--- config.mk ---
export PLATFORM = sky130hd
export DESIGN_NAME = gpg_port
export DESIGN_NICKNAME = d
export VERILOG_FILES = /design/src/design/gpg_pkg.sv /design/src/design/gpg_port.sv /design/src/design/gpg_sync.sv
export SDC_FILE = /design/constraint.sdc
export NUM_CORES = 2
export LEC_CHECK = 0
export BUFFER_PORTS_ARGS = -buffer_cell sky130_fd_sc_hd__buf_4
export CORE_AREA = 2 2 549 551
export DETAILED_ROUTE_END_ITERATION = 10
export DIE_AREA = 0 0 551 553
export MAX_ROUTING_LAYER = met4
export PLACE_DENSITY = 0.36
export SYNTH_ARGS = -nofsm -noshare
export SYNTH_HDL_FRONTEND = slang
export SYNTH_SLANG_ARGS = --single-unit
--- constraint.sdc ---
create_clock -name mclk -period 4.08 [get_ports mclk]
set_clock_uncertainty 0.1 [all_clocks]
set_input_delay 0.816 -clock mclk [delete_from_list [all_inputs] [get_ports mclk]]
set_output_delay 0.816 -clock mclk [all_outputs]
set_load 0.02 [all_outputs]
--- src/design/gpg_pkg.sv ---
// Shared constants for the GPIO port group controller.
// Assumes a 9-bit byte address: two group bits and a 128-byte register set.
package gpg_pkg;

    localparam int unsigned ADDR_W       = 9;
    localparam int unsigned DATA_W       = 32;
    localparam int unsigned PINS_PER_GRP = 32;
    localparam int unsigned MAX_GROUPS   = 4;
    localparam int unsigned SYNC_GRP_W   = 8;
    localparam int unsigned ROUTE_W      = 4;
    localparam int unsigned ROUTE_N      = 16;
    localparam int unsigned CFG_W        = 3;

    // Register set stride per group
    localparam logic [8:0] GROUP_STRIDE = 9'h080;

    // Word offsets inside one group's register set
    localparam logic [6:0] OFF_DIR    = 7'h00;
    localparam logic [6:0] OFF_DRIVE_OFF_MASK = 7'h04;
    localparam logic [6:0] OFF_DRIVE_ON_MASK = 7'h08;
    localparam logic [6:0] OFF_OUT    = 7'h10;
    localparam logic [6:0] OFF_LEVEL_LOW_MASK = 7'h14;
    localparam logic [6:0] OFF_LEVEL_HIGH_MASK = 7'h18;
    localparam logic [6:0] OFF_LEVEL_FLIP_MASK = 7'h1C;
    localparam logic [6:0] OFF_IN     = 7'h20;
    localparam logic [6:0] OFF_CTRL   = 7'h24;
    localparam logic [6:0] OFF_PMUX   = 7'h30;
    localparam logic [6:0] OFF_PINCFG = 7'h40;
    localparam int unsigned PMUX_BYTES   = 16;
    localparam int unsigned PINCFG_BYTES = 32;

    // Pad setup byte fields
    localparam int unsigned CFG_ALT_BIT  = 0;
    localparam int unsigned CFG_GATE_BIT = 1;
    localparam int unsigned CFG_PULL_BIT = 2;

    // Route select nibble positions
    localparam int unsigned EVEN_NIB_LSB = 0;
    localparam int unsigned ODD_NIB_LSB  = 4;

    // On-demand synchronizer clocking before an input read
    localparam logic [1:0] SYNC_CYCLES = 2'h2;

    typedef enum logic [2:0] {
        ST_IDLE = 3'h1,
        ST_WAIT = 3'h2,
        ST_ACK  = 3'h4
    } gpg_state_t;

endpackage

--- src/design/gpg_port.sv ---
// GPIO port group controller: Wishbone registers, fast local path, pad control.
// Assumes pads and peripheral lines are synchronous to mclk; one clock domain.
// Notes on behaviour
// - Drive select bit one makes the pin an output, zero an input.
// - Output pins drive the pad at the level register value.
// - Sampled input readable in any direction, synchronized; zero when rx gate off.
// - On-demand synchronizers clock two cycles only for a read, delaying it three cycles.
// - Always-sync group bit keeps eight pins' synchronizers running; no delay only when all four bits are set.
// - Alt route on hands the pad to the selected peripheral line.
// - After reset pins are undriven, no pull, input buffer off.
// - Each 32-pin group has its own register set every 0x80 bytes.
// - Drive-on mask sets direction bits, drive-off mask clears them.
// - Level high, low and flip masks set, clear and invert level bits.
// - Each pin has its own pad setup byte at setup base plus pin.
// - Route selects packed two per byte; even pin low nibble, odd high.
// - Input, gate off, pull off: all digital pad functions disabled.
// - Input with pull: level bit zero pulls down, one pulls up.
// - Driving output disables pull; input buffer still follows its gate.
// - Fast path wins over Wishbone; Wishbone waits meanwhile.
`timescale 1ns/100ps
module gpg_port #(
    parameter int NUM_GROUPS = 1
) (
    input  wire logic                                         mclk,
    input  wire logic                                         rstn,
    input  wire logic                                         wb_cyc_i,
    input  wire logic                                         wb_stb_i,
    input  wire logic                                         wb_we_i,
    input  wire logic [gpg_pkg::ADDR_W-1:0]                   wb_adr_i,
    input  wire logic [3:0]                                   wb_sel_i,
    input  wire logic [gpg_pkg::DATA_W-1:0]                   wb_dat_i,
    output logic      [gpg_pkg::DATA_W-1:0]                   wb_dat_o,
    output logic                                              wb_ack_o,
    input  wire logic                                         fp_valid,
    input  wire logic                                         fp_we,
    input  wire logic [gpg_pkg::ADDR_W-1:0]                   fp_addr,
    input  wire logic [3:0]                                   fp_sel,
    input  wire logic [gpg_pkg::DATA_W-1:0]                   fp_wdata,
    output logic      [gpg_pkg::DATA_W-1:0]                   fp_rdata,
    input  wire logic [NUM_GROUPS*32-1:0]                     pad_in,
    output logic      [NUM_GROUPS*32-1:0]                     pad_out,
    output logic      [NUM_GROUPS*32-1:0]                     pad_oe,
    output logic      [NUM_GROUPS*32-1:0]                     pad_pull_en,
    output logic      [NUM_GROUPS*32-1:0]                     pad_pull_up,
    output logic      [NUM_GROUPS*32-1:0]                     pad_in_en,
    input  wire logic [NUM_GROUPS*32*gpg_pkg::ROUTE_N-1:0]    fn_out,
    input  wire logic [NUM_GROUPS*32*gpg_pkg::ROUTE_N-1:0]    fn_oe,
    output logic      [NUM_GROUPS*32-1:0]                     fn_in
);
    localparam int NP = NUM_GROUPS * 32;

    if (NUM_GROUPS < 1 || NUM_GROUPS > gpg_pkg::MAX_GROUPS) begin : g_bad_groups
        $error("gpg_port supports one to four pin groups");
    end

    typedef struct packed {
        logic [NUM_GROUPS-1:0][31:0]                        dir;
        logic [NUM_GROUPS-1:0][31:0]                        out;
        logic [NUM_GROUPS-1:0][31:0][gpg_pkg::CFG_W-1:0]    cfg;
        logic [NUM_GROUPS-1:0][31:0][gpg_pkg::ROUTE_W-1:0]  route;
        logic [NUM_GROUPS-1:0][3:0]                         samp;
        gpg_pkg::gpg_state_t                                st;
        logic [1:0]                                         cnt;
        logic [31:0]                                        wb_dat;
        logic                                               wb_ack;
        logic [31:0]                                        fp_dat;
        logic [NP-1:0]                                      p_out;
        logic [NP-1:0]                                      p_oe;
        logic [NP-1:0]                                      p_pen;
        logic [NP-1:0]                                      p_pup;
        logic [NP-1:0]                                      p_ien;
        logic [NP-1:0]                                      p_fin;
    } gpg_regs_t;

    gpg_regs_t             q;
    gpg_regs_t             d;
    logic [NP-1:0]         sync_in;
    logic [NP-1:0]         sync_q;
    logic [NP/8-1:0]       sync_en;
    logic [NP-1:0]         nxt_out;
    logic [NP-1:0]         nxt_oe;
    logic [NP-1:0]         nxt_pen;
    logic [NP-1:0]         nxt_pup;
    logic [NP-1:0]         nxt_ien;
    logic                  wb_req;
    logic                  demand;
    logic                  demand_start;
    logic                  plain_start;
    logic                  acc_we;
    logic [8:0]            acc_adr;
    logic [31:0]           acc_m;
    logic [31:0]           acc_wd;

    function automatic logic [31:0] lane_mask(input logic [3:0] be);
        return {{8{be[3]}}, {8{be[2]}}, {8{be[1]}}, {8{be[0]}}};
    endfunction

    function automatic logic in_range(input logic [6:0] off, input logic [6:0] base,
                                      input int unsigned bytes);
        return (int'(off) >= int'(base)) && (int'(off) < int'(base) + int'(bytes));
    endfunction

    function automatic gpg_regs_t reg_write(input gpg_regs_t r, input logic [8:0] a,
                                           input logic [31:0] m, input logic [31:0] wd);
        int          g;
        int          k;
        logic [6:0]  off;
        logic [31:0] wm;
        g   = int'(a[8:7]);
        off = {a[6:2], 2'b00};
        wm  = wd & m;
        if (g < NUM_GROUPS) begin
            case (off)
                gpg_pkg::OFF_DIR:    r.dir[g] = (r.dir[g] & ~m) | wm;
                gpg_pkg::OFF_DRIVE_OFF_MASK: r.dir[g] = r.dir[g] & ~wm;
                gpg_pkg::OFF_DRIVE_ON_MASK: r.dir[g] = r.dir[g] | wm;
                gpg_pkg::OFF_OUT:    r.out[g] = (r.out[g] & ~m) | wm;
                gpg_pkg::OFF_LEVEL_LOW_MASK: r.out[g] = r.out[g] & ~wm;
                gpg_pkg::OFF_LEVEL_HIGH_MASK: r.out[g] = r.out[g] | wm;
                gpg_pkg::OFF_LEVEL_FLIP_MASK: r.out[g] = r.out[g] ^ wm;
                gpg_pkg::OFF_CTRL: begin
                    if (m[0]) begin
                        r.samp[g] = wd[3:0];
                    end
                end
                default: begin
                    for (int l = 0; l < 4; l++) begin
                        if (m[8*l] && in_range(off, gpg_pkg::OFF_PMUX, gpg_pkg::PMUX_BYTES)) begin
                            k = (int'(off) - int'(gpg_pkg::OFF_PMUX)) + l;
                            r.route[g][2*k]   = wd[8*l+gpg_pkg::EVEN_NIB_LSB +: 4];
                            r.route[g][2*k+1] = wd[8*l+gpg_pkg::ODD_NIB_LSB +: 4];
                        end
                        if (m[8*l] && in_range(off, gpg_pkg::OFF_PINCFG,
                                               gpg_pkg::PINCFG_BYTES)) begin
                            k = (int'(off) - int'(gpg_pkg::OFF_PINCFG)) + l;
                            r.cfg[g][k] = wd[8*l +: gpg_pkg::CFG_W];
                        end
                    end
                end
            endcase
        end
        return r;
    endfunction

    function automatic logic [31:0] reg_read(input gpg_regs_t r, input logic [8:0] a,
                                             input logic [NP-1:0] s);
        int          g;
        int          k;
        logic [6:0]  off;
        logic [31:0] v;
        v   = '0;
        g   = int'(a[8:7]);
        off = {a[6:2], 2'b00};
        if (g < NUM_GROUPS) begin
            case (off)
                gpg_pkg::OFF_DIR, gpg_pkg::OFF_DRIVE_OFF_MASK, gpg_pkg::OFF_DRIVE_ON_MASK: v = r.dir[g];
                gpg_pkg::OFF_OUT, gpg_pkg::OFF_LEVEL_LOW_MASK,
                gpg_pkg::OFF_LEVEL_HIGH_MASK, gpg_pkg::OFF_LEVEL_FLIP_MASK: v = r.out[g];
                gpg_pkg::OFF_IN:   v = s[g*32 +: 32];
                gpg_pkg::OFF_CTRL: v[3:0] = r.samp[g];
                default: begin
                    for (int l = 0; l < 4; l++) begin
                        if (in_range(off, gpg_pkg::OFF_PMUX, gpg_pkg::PMUX_BYTES)) begin
                            k = (int'(off) - int'(gpg_pkg::OFF_PMUX)) + l;
                            v[8*l+gpg_pkg::EVEN_NIB_LSB +: 4] = r.route[g][2*k];
                            v[8*l+gpg_pkg::ODD_NIB_LSB +: 4]  = r.route[g][2*k+1];
                        end
                        if (in_range(off, gpg_pkg::OFF_PINCFG, gpg_pkg::PINCFG_BYTES)) begin
                            k = (int'(off) - int'(gpg_pkg::OFF_PINCFG)) + l;
                            v[8*l +: gpg_pkg::CFG_W] = r.cfg[g][k];
                        end
                    end
                end
            endcase
        end
        return v;
    endfunction

    // Per-pin pad control and input gating
    for (genvar i = 0; i < NP; i++) begin : g_pin
        localparam int G = i / 32;
        localparam int B = i % 32;
        logic       alt;
        logic [3:0] rsel;
        assign alt        = q.cfg[G][B][gpg_pkg::CFG_ALT_BIT];
        assign rsel       = q.route[G][B];
        assign sync_in[i] = pad_in[i] & q.cfg[G][B][gpg_pkg::CFG_GATE_BIT];
        assign nxt_oe[i]  = alt ? fn_oe[i*gpg_pkg::ROUTE_N + int'(rsel)] : q.dir[G][B];
        assign nxt_out[i] = alt ? fn_out[i*gpg_pkg::ROUTE_N + int'(rsel)] : q.out[G][B];
        // Pull only while not driving, level picks up or down
        assign nxt_pen[i] = ~alt & ~q.dir[G][B] & q.cfg[G][B][gpg_pkg::CFG_PULL_BIT];
        assign nxt_pup[i] = nxt_pen[i] & q.out[G][B];
        assign nxt_ien[i] = alt | q.cfg[G][B][gpg_pkg::CFG_GATE_BIT];
    end

    // Synchronizer clocking: always-on groups or an outstanding demand read
    for (genvar n = 0; n < NP/8; n++) begin : g_samp
        assign sync_en[n] = q.samp[n/4][n%4]
                          | ((q.st == gpg_pkg::ST_WAIT) && (q.cnt != 2'h0)
                             && (int'(wb_adr_i[8:7]) == n/4));
    end

    gpg_sync #(
        .WIDTH (NP)
    ) u_sync (
        .mclk  (mclk),
        .rstn  (rstn),
        .d_in  (sync_in),
        .en    (sync_en),
        .q_out (sync_q)
    );

    assign wb_req = wb_cyc_i && wb_stb_i && (q.st == gpg_pkg::ST_IDLE) && !fp_valid;
    assign demand = !wb_we_i && ({wb_adr_i[6:2], 2'b00} == gpg_pkg::OFF_IN)
                  && (int'(wb_adr_i[8:7]) < NUM_GROUPS) && !(&q.samp[wb_adr_i[8:7]]);
    assign demand_start = wb_req && demand;
    assign plain_start  = wb_req && !demand;
    assign acc_we  = fp_valid ? fp_we : (plain_start && wb_we_i);
    assign acc_adr = fp_valid ? fp_addr : wb_adr_i;
    assign acc_m   = lane_mask(fp_valid ? fp_sel : wb_sel_i);
    assign acc_wd  = fp_valid ? fp_wdata : wb_dat_i;

    always_comb begin
        d        = q;
        d.wb_ack = 1'b0;
        d.p_out  = nxt_out;
        d.p_oe   = nxt_oe;
        d.p_pen  = nxt_pen;
        d.p_pup  = nxt_pup;
        d.p_ien  = nxt_ien;
        d.p_fin  = pad_in;
        if (acc_we) begin
            d = reg_write(d, acc_adr, acc_m, acc_wd);
        end
        if (fp_valid) begin
            d.fp_dat = reg_read(q, fp_addr, sync_q);
        end
        case (q.st)
            gpg_pkg::ST_IDLE: begin
                if (demand_start) begin
                    d.st  = gpg_pkg::ST_WAIT;
                    d.cnt = gpg_pkg::SYNC_CYCLES;
                end else if (plain_start) begin
                    d.wb_dat = reg_read(q, wb_adr_i, sync_q);
                    d.wb_ack = 1'b1;
                    d.st     = gpg_pkg::ST_ACK;
                end
            end
            gpg_pkg::ST_WAIT: begin
                if (q.cnt != 2'h0) begin
                    d.cnt = q.cnt - 2'h1;
                end else begin
                    d.wb_dat = reg_read(q, wb_adr_i, sync_q);
                    d.wb_ack = 1'b1;
                    d.st     = gpg_pkg::ST_ACK;
                end
            end
            gpg_pkg::ST_ACK: d.st = gpg_pkg::ST_IDLE;
            default:         d.st = gpg_pkg::ST_IDLE;
        endcase
    end

    always_ff @(posedge mclk) begin
        if (!rstn) begin
            q    <= '0;
            q.st <= gpg_pkg::ST_IDLE;
        end else begin
            q <= d;
        end
    end

    assign wb_dat_o    = q.wb_dat;
    assign wb_ack_o    = q.wb_ack;
    assign fp_rdata    = q.fp_dat;
    assign pad_out     = q.p_out;
    assign pad_oe      = q.p_oe;
    assign pad_pull_en = q.p_pen;
    assign pad_pull_up = q.p_pup;
    assign pad_in_en   = q.p_ien;
    assign fn_in       = q.p_fin;
endmodule // gpg_port

--- src/design/gpg_sync.sv ---
// Two-stage input synchronizers, clocked per group of eight bits.
// Assumes the enable comes from registered logic in the same clock domain.
`timescale 1ns/100ps
module gpg_sync #(
    parameter int WIDTH = 32
) (
    input  wire logic               mclk,
    input  wire logic               rstn,
    input  wire logic [WIDTH-1:0]   d_in,
    input  wire logic [WIDTH/8-1:0] en,
    output logic      [WIDTH-1:0]   q_out
);
    if (WIDTH < 8 || (WIDTH % 8) != 0) begin : g_bad_width
        $error("gpg_sync width must be a multiple of eight");
    end

    typedef struct packed {
        logic [WIDTH-1:0] stage1;
        logic [WIDTH-1:0] stage2;
    } gpg_sync_t;

    gpg_sync_t        q;
    gpg_sync_t        d;
    logic [WIDTH-1:0] bit_en;

    for (genvar i = 0; i < WIDTH; i++) begin : g_en
        assign bit_en[i] = en[i / gpg_pkg::SYNC_GRP_W];
    end

    // Stage 1 feeds stage 2 only
    always_comb begin
        d = q;
        d.stage1 = (d_in & bit_en) | (q.stage1 & ~bit_en);
        d.stage2 = (q.stage1 & bit_en) | (q.stage2 & ~bit_en);
    end

    always_ff @(posedge mclk) begin
        if (!rstn) begin
            q <= '0;
        end else begin
            q <= d;
        end
    end

    assign q_out = q.stage2;

endmodule // gpg_sync

==> After elaboration in Yosys (flattened, before gate mapping) <==
Cells that the tools add are included.
{ "op_classes": {"muxes": 400, "n_eq_ne": 25, "n_addsub": 68, "shift": 2, "reduce_logical": 59, "n_bitwise": 248, "order_cmp": 100} }
{ "ops": {"columns": ["cell", "n"], "rows": [
  ["2-to-1 mux 128 bit", 19],
  ["2-to-1 mux 96 bit", 19],
  ["bitwise mux 128 bit", 8],
  ["< comparator 32 x 7 -> 1 bit, second input constant", 21],
  ["binary-select mux 1 bit (select 9 bit)", 62],
  ["2-to-1 mux 124 bit", 4],
  ["bitwise mux 96 bit", 4],
  ["2-to-1 mux 32 bit", 11],
  ["bitwise AND 32 bit", 9],
  ["bitwise mux 32 bit", 7],
  [">= comparator 32 x 1 -> 1 bit, second input constant", 7],
  ["case mux 28 bit (4 select lines)", 2],
  ["adder 32 x 2 -> 32 bit, second input constant", 6],
  ["OR 32 bit", 6],
  ["2-to-1 mux 4 bit", 45],
  ["adder 9 x 4 -> 10 bit, first input constant", 16],
  ["binary-select mux 4 bit (select 5 bit)", 8],
  ["< comparator 10 bit, second input constant", 16],
  ["2-to-1 mux 1 bit", 129],
  ["bitwise AND 1 bit", 128],
  ["binary-select mux 4 bit (select 4 bit)", 8],
  ["case mux 32 bit (4 select lines)", 1],
  ["binary-select mux 3 bit (select 5 bit)", 8],
  ["adder 8 x 3 -> 9 bit, second input constant", 12],
  ["other kinds (65)", 346]
]} }
{ "totals": {"register_bits": 618, "input_bits": 1153, "word_cells": 982, "out_inout_bits": 257} }

==> Logic depth before layout (Yosys ltp) <==
{ "depth": {"depth_word": 28, "ltp_mapped": 13, "ltp_nobuf": 8} }

==> Modules after synthesis <==
From an unflattened synthesis, not the netlist that was laid out.
{ "hier_totals": {"hier_cells": 3952, "area_unflattened_um2": 39534.2} }
{ "by_module_without_submodules": {"columns": ["mod", "n_inst", "seq_area_each_um2", "cells_each", "area_each_um2"], "rows": [
  ["gpg_port", 1, 11090.6, 3713, 36816.6],
  ["gpg_sync", 1, 1281.2, 239, 2717.6]
]} }

==> Worst setup path after synthesis <==
No wires, ideal clock.
{ "synth_path": {"path_kind": "input to register", "from": "in fp_valid", "to": "reg q[491] (netlist name)", "required_ns": 3.848, "setup_time_ns": 0.132, "t_arrival_ns": 2.923, "path_slack_ns": 0.925, "cell_stages": 13, "path_buffers": 6, "path_cell_list": "buf_4 > buf_6 > buf_4 > buf_4 > buf_4 > mux2_2 > buf_2 > nand2_1 > ha_1 > a22oi_1 > o211ai_1 > nand3_1 > a21oi_1"} }
{ "synth_between": {"elab_chain_len": 6} }
{ "synth_lines": {"columns": ["element", "line_no", "text"], "rows": [
  ["from (decl)", "gpg_port.sv:34", "input wire logic fp_valid,"],
  ["2-to-1 mux 9 bit (tied with other cells)", "gpg_port.sv:219", "assign acc_adr = fp_valid ? fp_addr : wb_adr_i;"],
  [">= comparator 2 x 1 -> 1 bit (not written as such) (tied with other cells)", null, null],
  ["logical AND 1 bit (not written as such) (tied with other cells)", null, null],
  ["2-to-1 mux 32 bit (not written as such) (tied with other cells)", null, null],
  ["bitwise mux 32 bit (tied with other cells)", "gpg_port.sv:120", "gpg_pkg::OFF_LEVEL_FLIP_MASK: r.out[g] = r.out[g] ^ wm;"],
  ["case mux 32 bit (4 select lines) / AND reduction 3 bit (equally long branches)", null, null],
  ["to (decl)", "gpg_port.sv:75", "gpg_regs_t q;"]
]} }
Several ways; a longest one is shown, not always the timed one.
A chain may end at the register's enable or synchronous reset.

==> Worst setup path in the final report <==
{ "layout_path": {"from": "reg q (netlist bit g_pin[14].rsel[0])", "to": "reg q (netlist bit pad_oe[14])"} }
{ "layout_between": {"elab_chain_len": 4} }
{ "layout_lines": {"columns": ["element", "line_no", "text"], "rows": [
  ["adder 8 x 4 -> 9 bit", "gpg_port.sv:188", "assign nxt_oe[i] = alt ? fn_oe[i*gpg_pkg::ROUTE_N + int'(rsel)] : q.dir[G][B];"],
  ["binary-select mux 1 bit (select 9 bit)", "gpg_port.sv:188", null],
  ["2-to-1 mux 1 bit (not written as such)", "gpg_port.sv:188", null],
  ["2-to-1 mux 1 bit", "gpg_port.sv:188", null]
]} }
No other way between the ends. The select of a mux whose other input is x is not followed.

==> results.toml <==
[critical_path]
path_max_fanout = 9
critPathLaunchType = "flip-flop"
cp.arrival_ps = 3620
cp_common_cell = "mux4_2"
reg2reg_slack_ps = 920
worstSetupPathType = "flip-flop to flip-flop"
crit_path_end_kind = "flip-flop"
slowest_stage = "dfxtp_1"
cp_cell_sequence = "mux4_2 -> mux4_2 -> mux2i_1 -> nor2_1"
cpPeakStageDelay_ps = 1160
required_ps = 4550

[cells_and_area]
nets = 6023
drive_gt1_share_pct = 47.0
utilization_pct = 18.6
design_area_mm2 = 0.0555
fin_cells = 8885
fillers = 33100
syn_to_final_growth_pct = 46.0

[place]
portBuffers = 1405
dpl.hpwl_mm = 261
post-place-cells = 8674
place.gp.congestion = 0.944
dp_slack_ps = 455
placed_cell_area_mm2 = 0.0523

[yosys]
ys_warn_count = 0
ys_seq_area_share_pct = 32.5
syn_avg_cell_area_um2 = 10.3
async_flop_share_pct = 0
ys_ff_latch = 618
syn_inst = 3696
synth_area_leader_cell = "dfxtp_1"
synth_commonest_cells = "dfxtp_1 (618), mux4_2 (428), nor2_1 (418), nand2_1 (289), buf_4 (265)"
synth_nets = 4914
netlist_area_mm2 = 0.0381
ys.flop_type = "dfxtp_1"
synth_edf_count = 0
synth_top_cell_area_share_pct = 32.5
synthTopCellsByArea = "dfxtp_1 (33%), mux4_2 (25%), buf_4 (5.2%)"
yosys.cell_count.top_type = "dfxtp_1"
synth_cell_type_count = 77

[worst_hold_path]
hold_class = "primary input to flip-flop"

[drt]
viasPerCell = 4.23
drt-initial-drc-count = 3673
post_drt_wl_per_cell_um = 34.6
via_count = 37600
drc = 0
wirelength_mm = 307
drt-pass1-iter-count = 7
antenna_left = 0

[die]
core_area_mm2 = 0.299
fp.dieW_um = 551
ios = 1410
initial_utilization_pct = 12.7
die_height_um = 553
die-area_mm2 = 0.305
core.rowCount = 201

[power]
peakVddDrop_mv = 0.321
pwr-share-seq_pct = 35.6
p_leak_nw = 20.5
pwr-share-comb_pct = 14.8
power_density_mw_per_mm2 = 308
p_sw_mw = 4.72
p_sw_share_pct = 27.6
p_int_mw = 12.4
p_total_mw = 17.1
clockPowerShare_pct = 49.5

[clocking]
cts_setup_buffers = 0
clockBufferDepth = 3
cts_tree = "done"
cts-resized-gates = 0
holdBufCountCts = 0
cts.reportedPaths.clkPinSlew_ps = 60
root_buffer = "clkbuf_16"
cts-buffers-inserted = 87
htree_levels = 3
clk_latency_ps = 750
clkSinkCount = 618

[sta]
tightest_slew_ps = 1270
clock.fmax_mhz = 317
finalMaxSlewViolations = 0
finalCritPeriodShare_pct = 77.4
rsz0062_at_grt = "no"
hold_viol = 0
fin_setup_tns_ps = 0
slew_headroom_pct = 15.0
hold_ws_ps = 253
period_minus_slack_ps = 3160
setup_ws_ps = 921
finalSetupViolations = 0

[global_routing]
grt_max_degree = 92
grt_pass1_wl_mm = 388
globalRouteOverflowTotal = 0
antenna_found_initial = 92
grt_pass1_vias = 37400
track_usage_pct = 20.0

[outcome]
outcome = "complete, no violations"

[flow_run]
cap_violations = 0
## cell usage in the layout (no fill, tap or decap), types with 17 or more instances in the layout
cell,count
a211oi_1,119
a21oi_1,203
a221oi_1,23
a222oi_1,41
a22o_1,30
a22oi_1,59
a32oi_1,20
and2_1,71
buf_12,30
buf_4,1578
clkbuf_16,88
clkinv_2,17
dfxtp_1,618
diode_2,51
ha_1,65
inv_1,41
mux2_2,31
mux2i_1,171
mux4_2,428
nand2_1,289
nand3_1,87
nor2_1,416
nor3_1,48
nor4b_1,27
o211ai_1,20
o21ai_0,91
o22ai_1,25
o31ai_1,34
## cells by family (layout without fill, tap and decap cells)
kind of cell / after synthesis / after routing / synth area share [%]
other cells: 0 / 51 / 0
fa+ha+maj: 65 / 65 / 2.14
compound gates: 713 / 713 / 12.8
simple gates: 1036 / 1036 / 12.6
buf+inv: 630 / 1810 / 9.07
flops: 618 / 618 / 32.5
mux: 634 / 634 / 30.9
## worst paths after layout
kind,from,to,depth (start not counted)
worst max-delay path,g_pin[14].rsel[0],pad_oe[14],4
worst min-delay path,pad_in[1],fn_in[1],2
worst max register to register,g_pin[14].rsel[0],pad_oe[14],4
worst min register to register,flip-flop,flip-flop,2
## power by group through the flow
stage / combinational, mW / clock, mW / sequential (mW)
finish: 2.54 / 8.47 / 6.10
global route: 2.65 / 8.88 / 6.10
CTS: 2.55 / 8.68 / 6.10
detailed placement: 2.55 / 0 / 6.23
global placement: 2.52 / 0 / 6.23
floorplan: 0.891 / 0 / 6.21
## critical path: cells and delay by family, from the launching register on
family | cells | cell delay [ps]
muxes | 3 | 1530
DFF | 1 | 1160
and+or+nand+nor | 1 | 190
## layout make-up
class                   instances  area (um2)  share of cell area, %
diodes                         51         128                  0.230
clock buffers                 114        2460                   4.43
clock inverters                46         654                   1.18
inverters                      42         165                  0.297
multi-input cells            2448       22400                   40.3
flip-flops and latches        618       12400                   22.3
well taps                    3958        4950                   8.92
repair buffers               1608       12400                   22.4
## metal layers
| metal | share of wire (%) | wire length (um) | up-vias | GRT usage (%) |
|---|---|---|---|---|
| met3 | 6.9 | 21100 | 237 | 3.42 |
| li1 | - | - | 16000 | - |
| met1 | 45 | 139000 | 19300 | 27.0 |
| met5 | 0 | 0 | - | - |
| met2 | 45 | 139000 | 1979 | 30.6 |
| met4 | 2.7 | 8200 | 0 | 4.96 |
(Power assumes the default switching activity.)
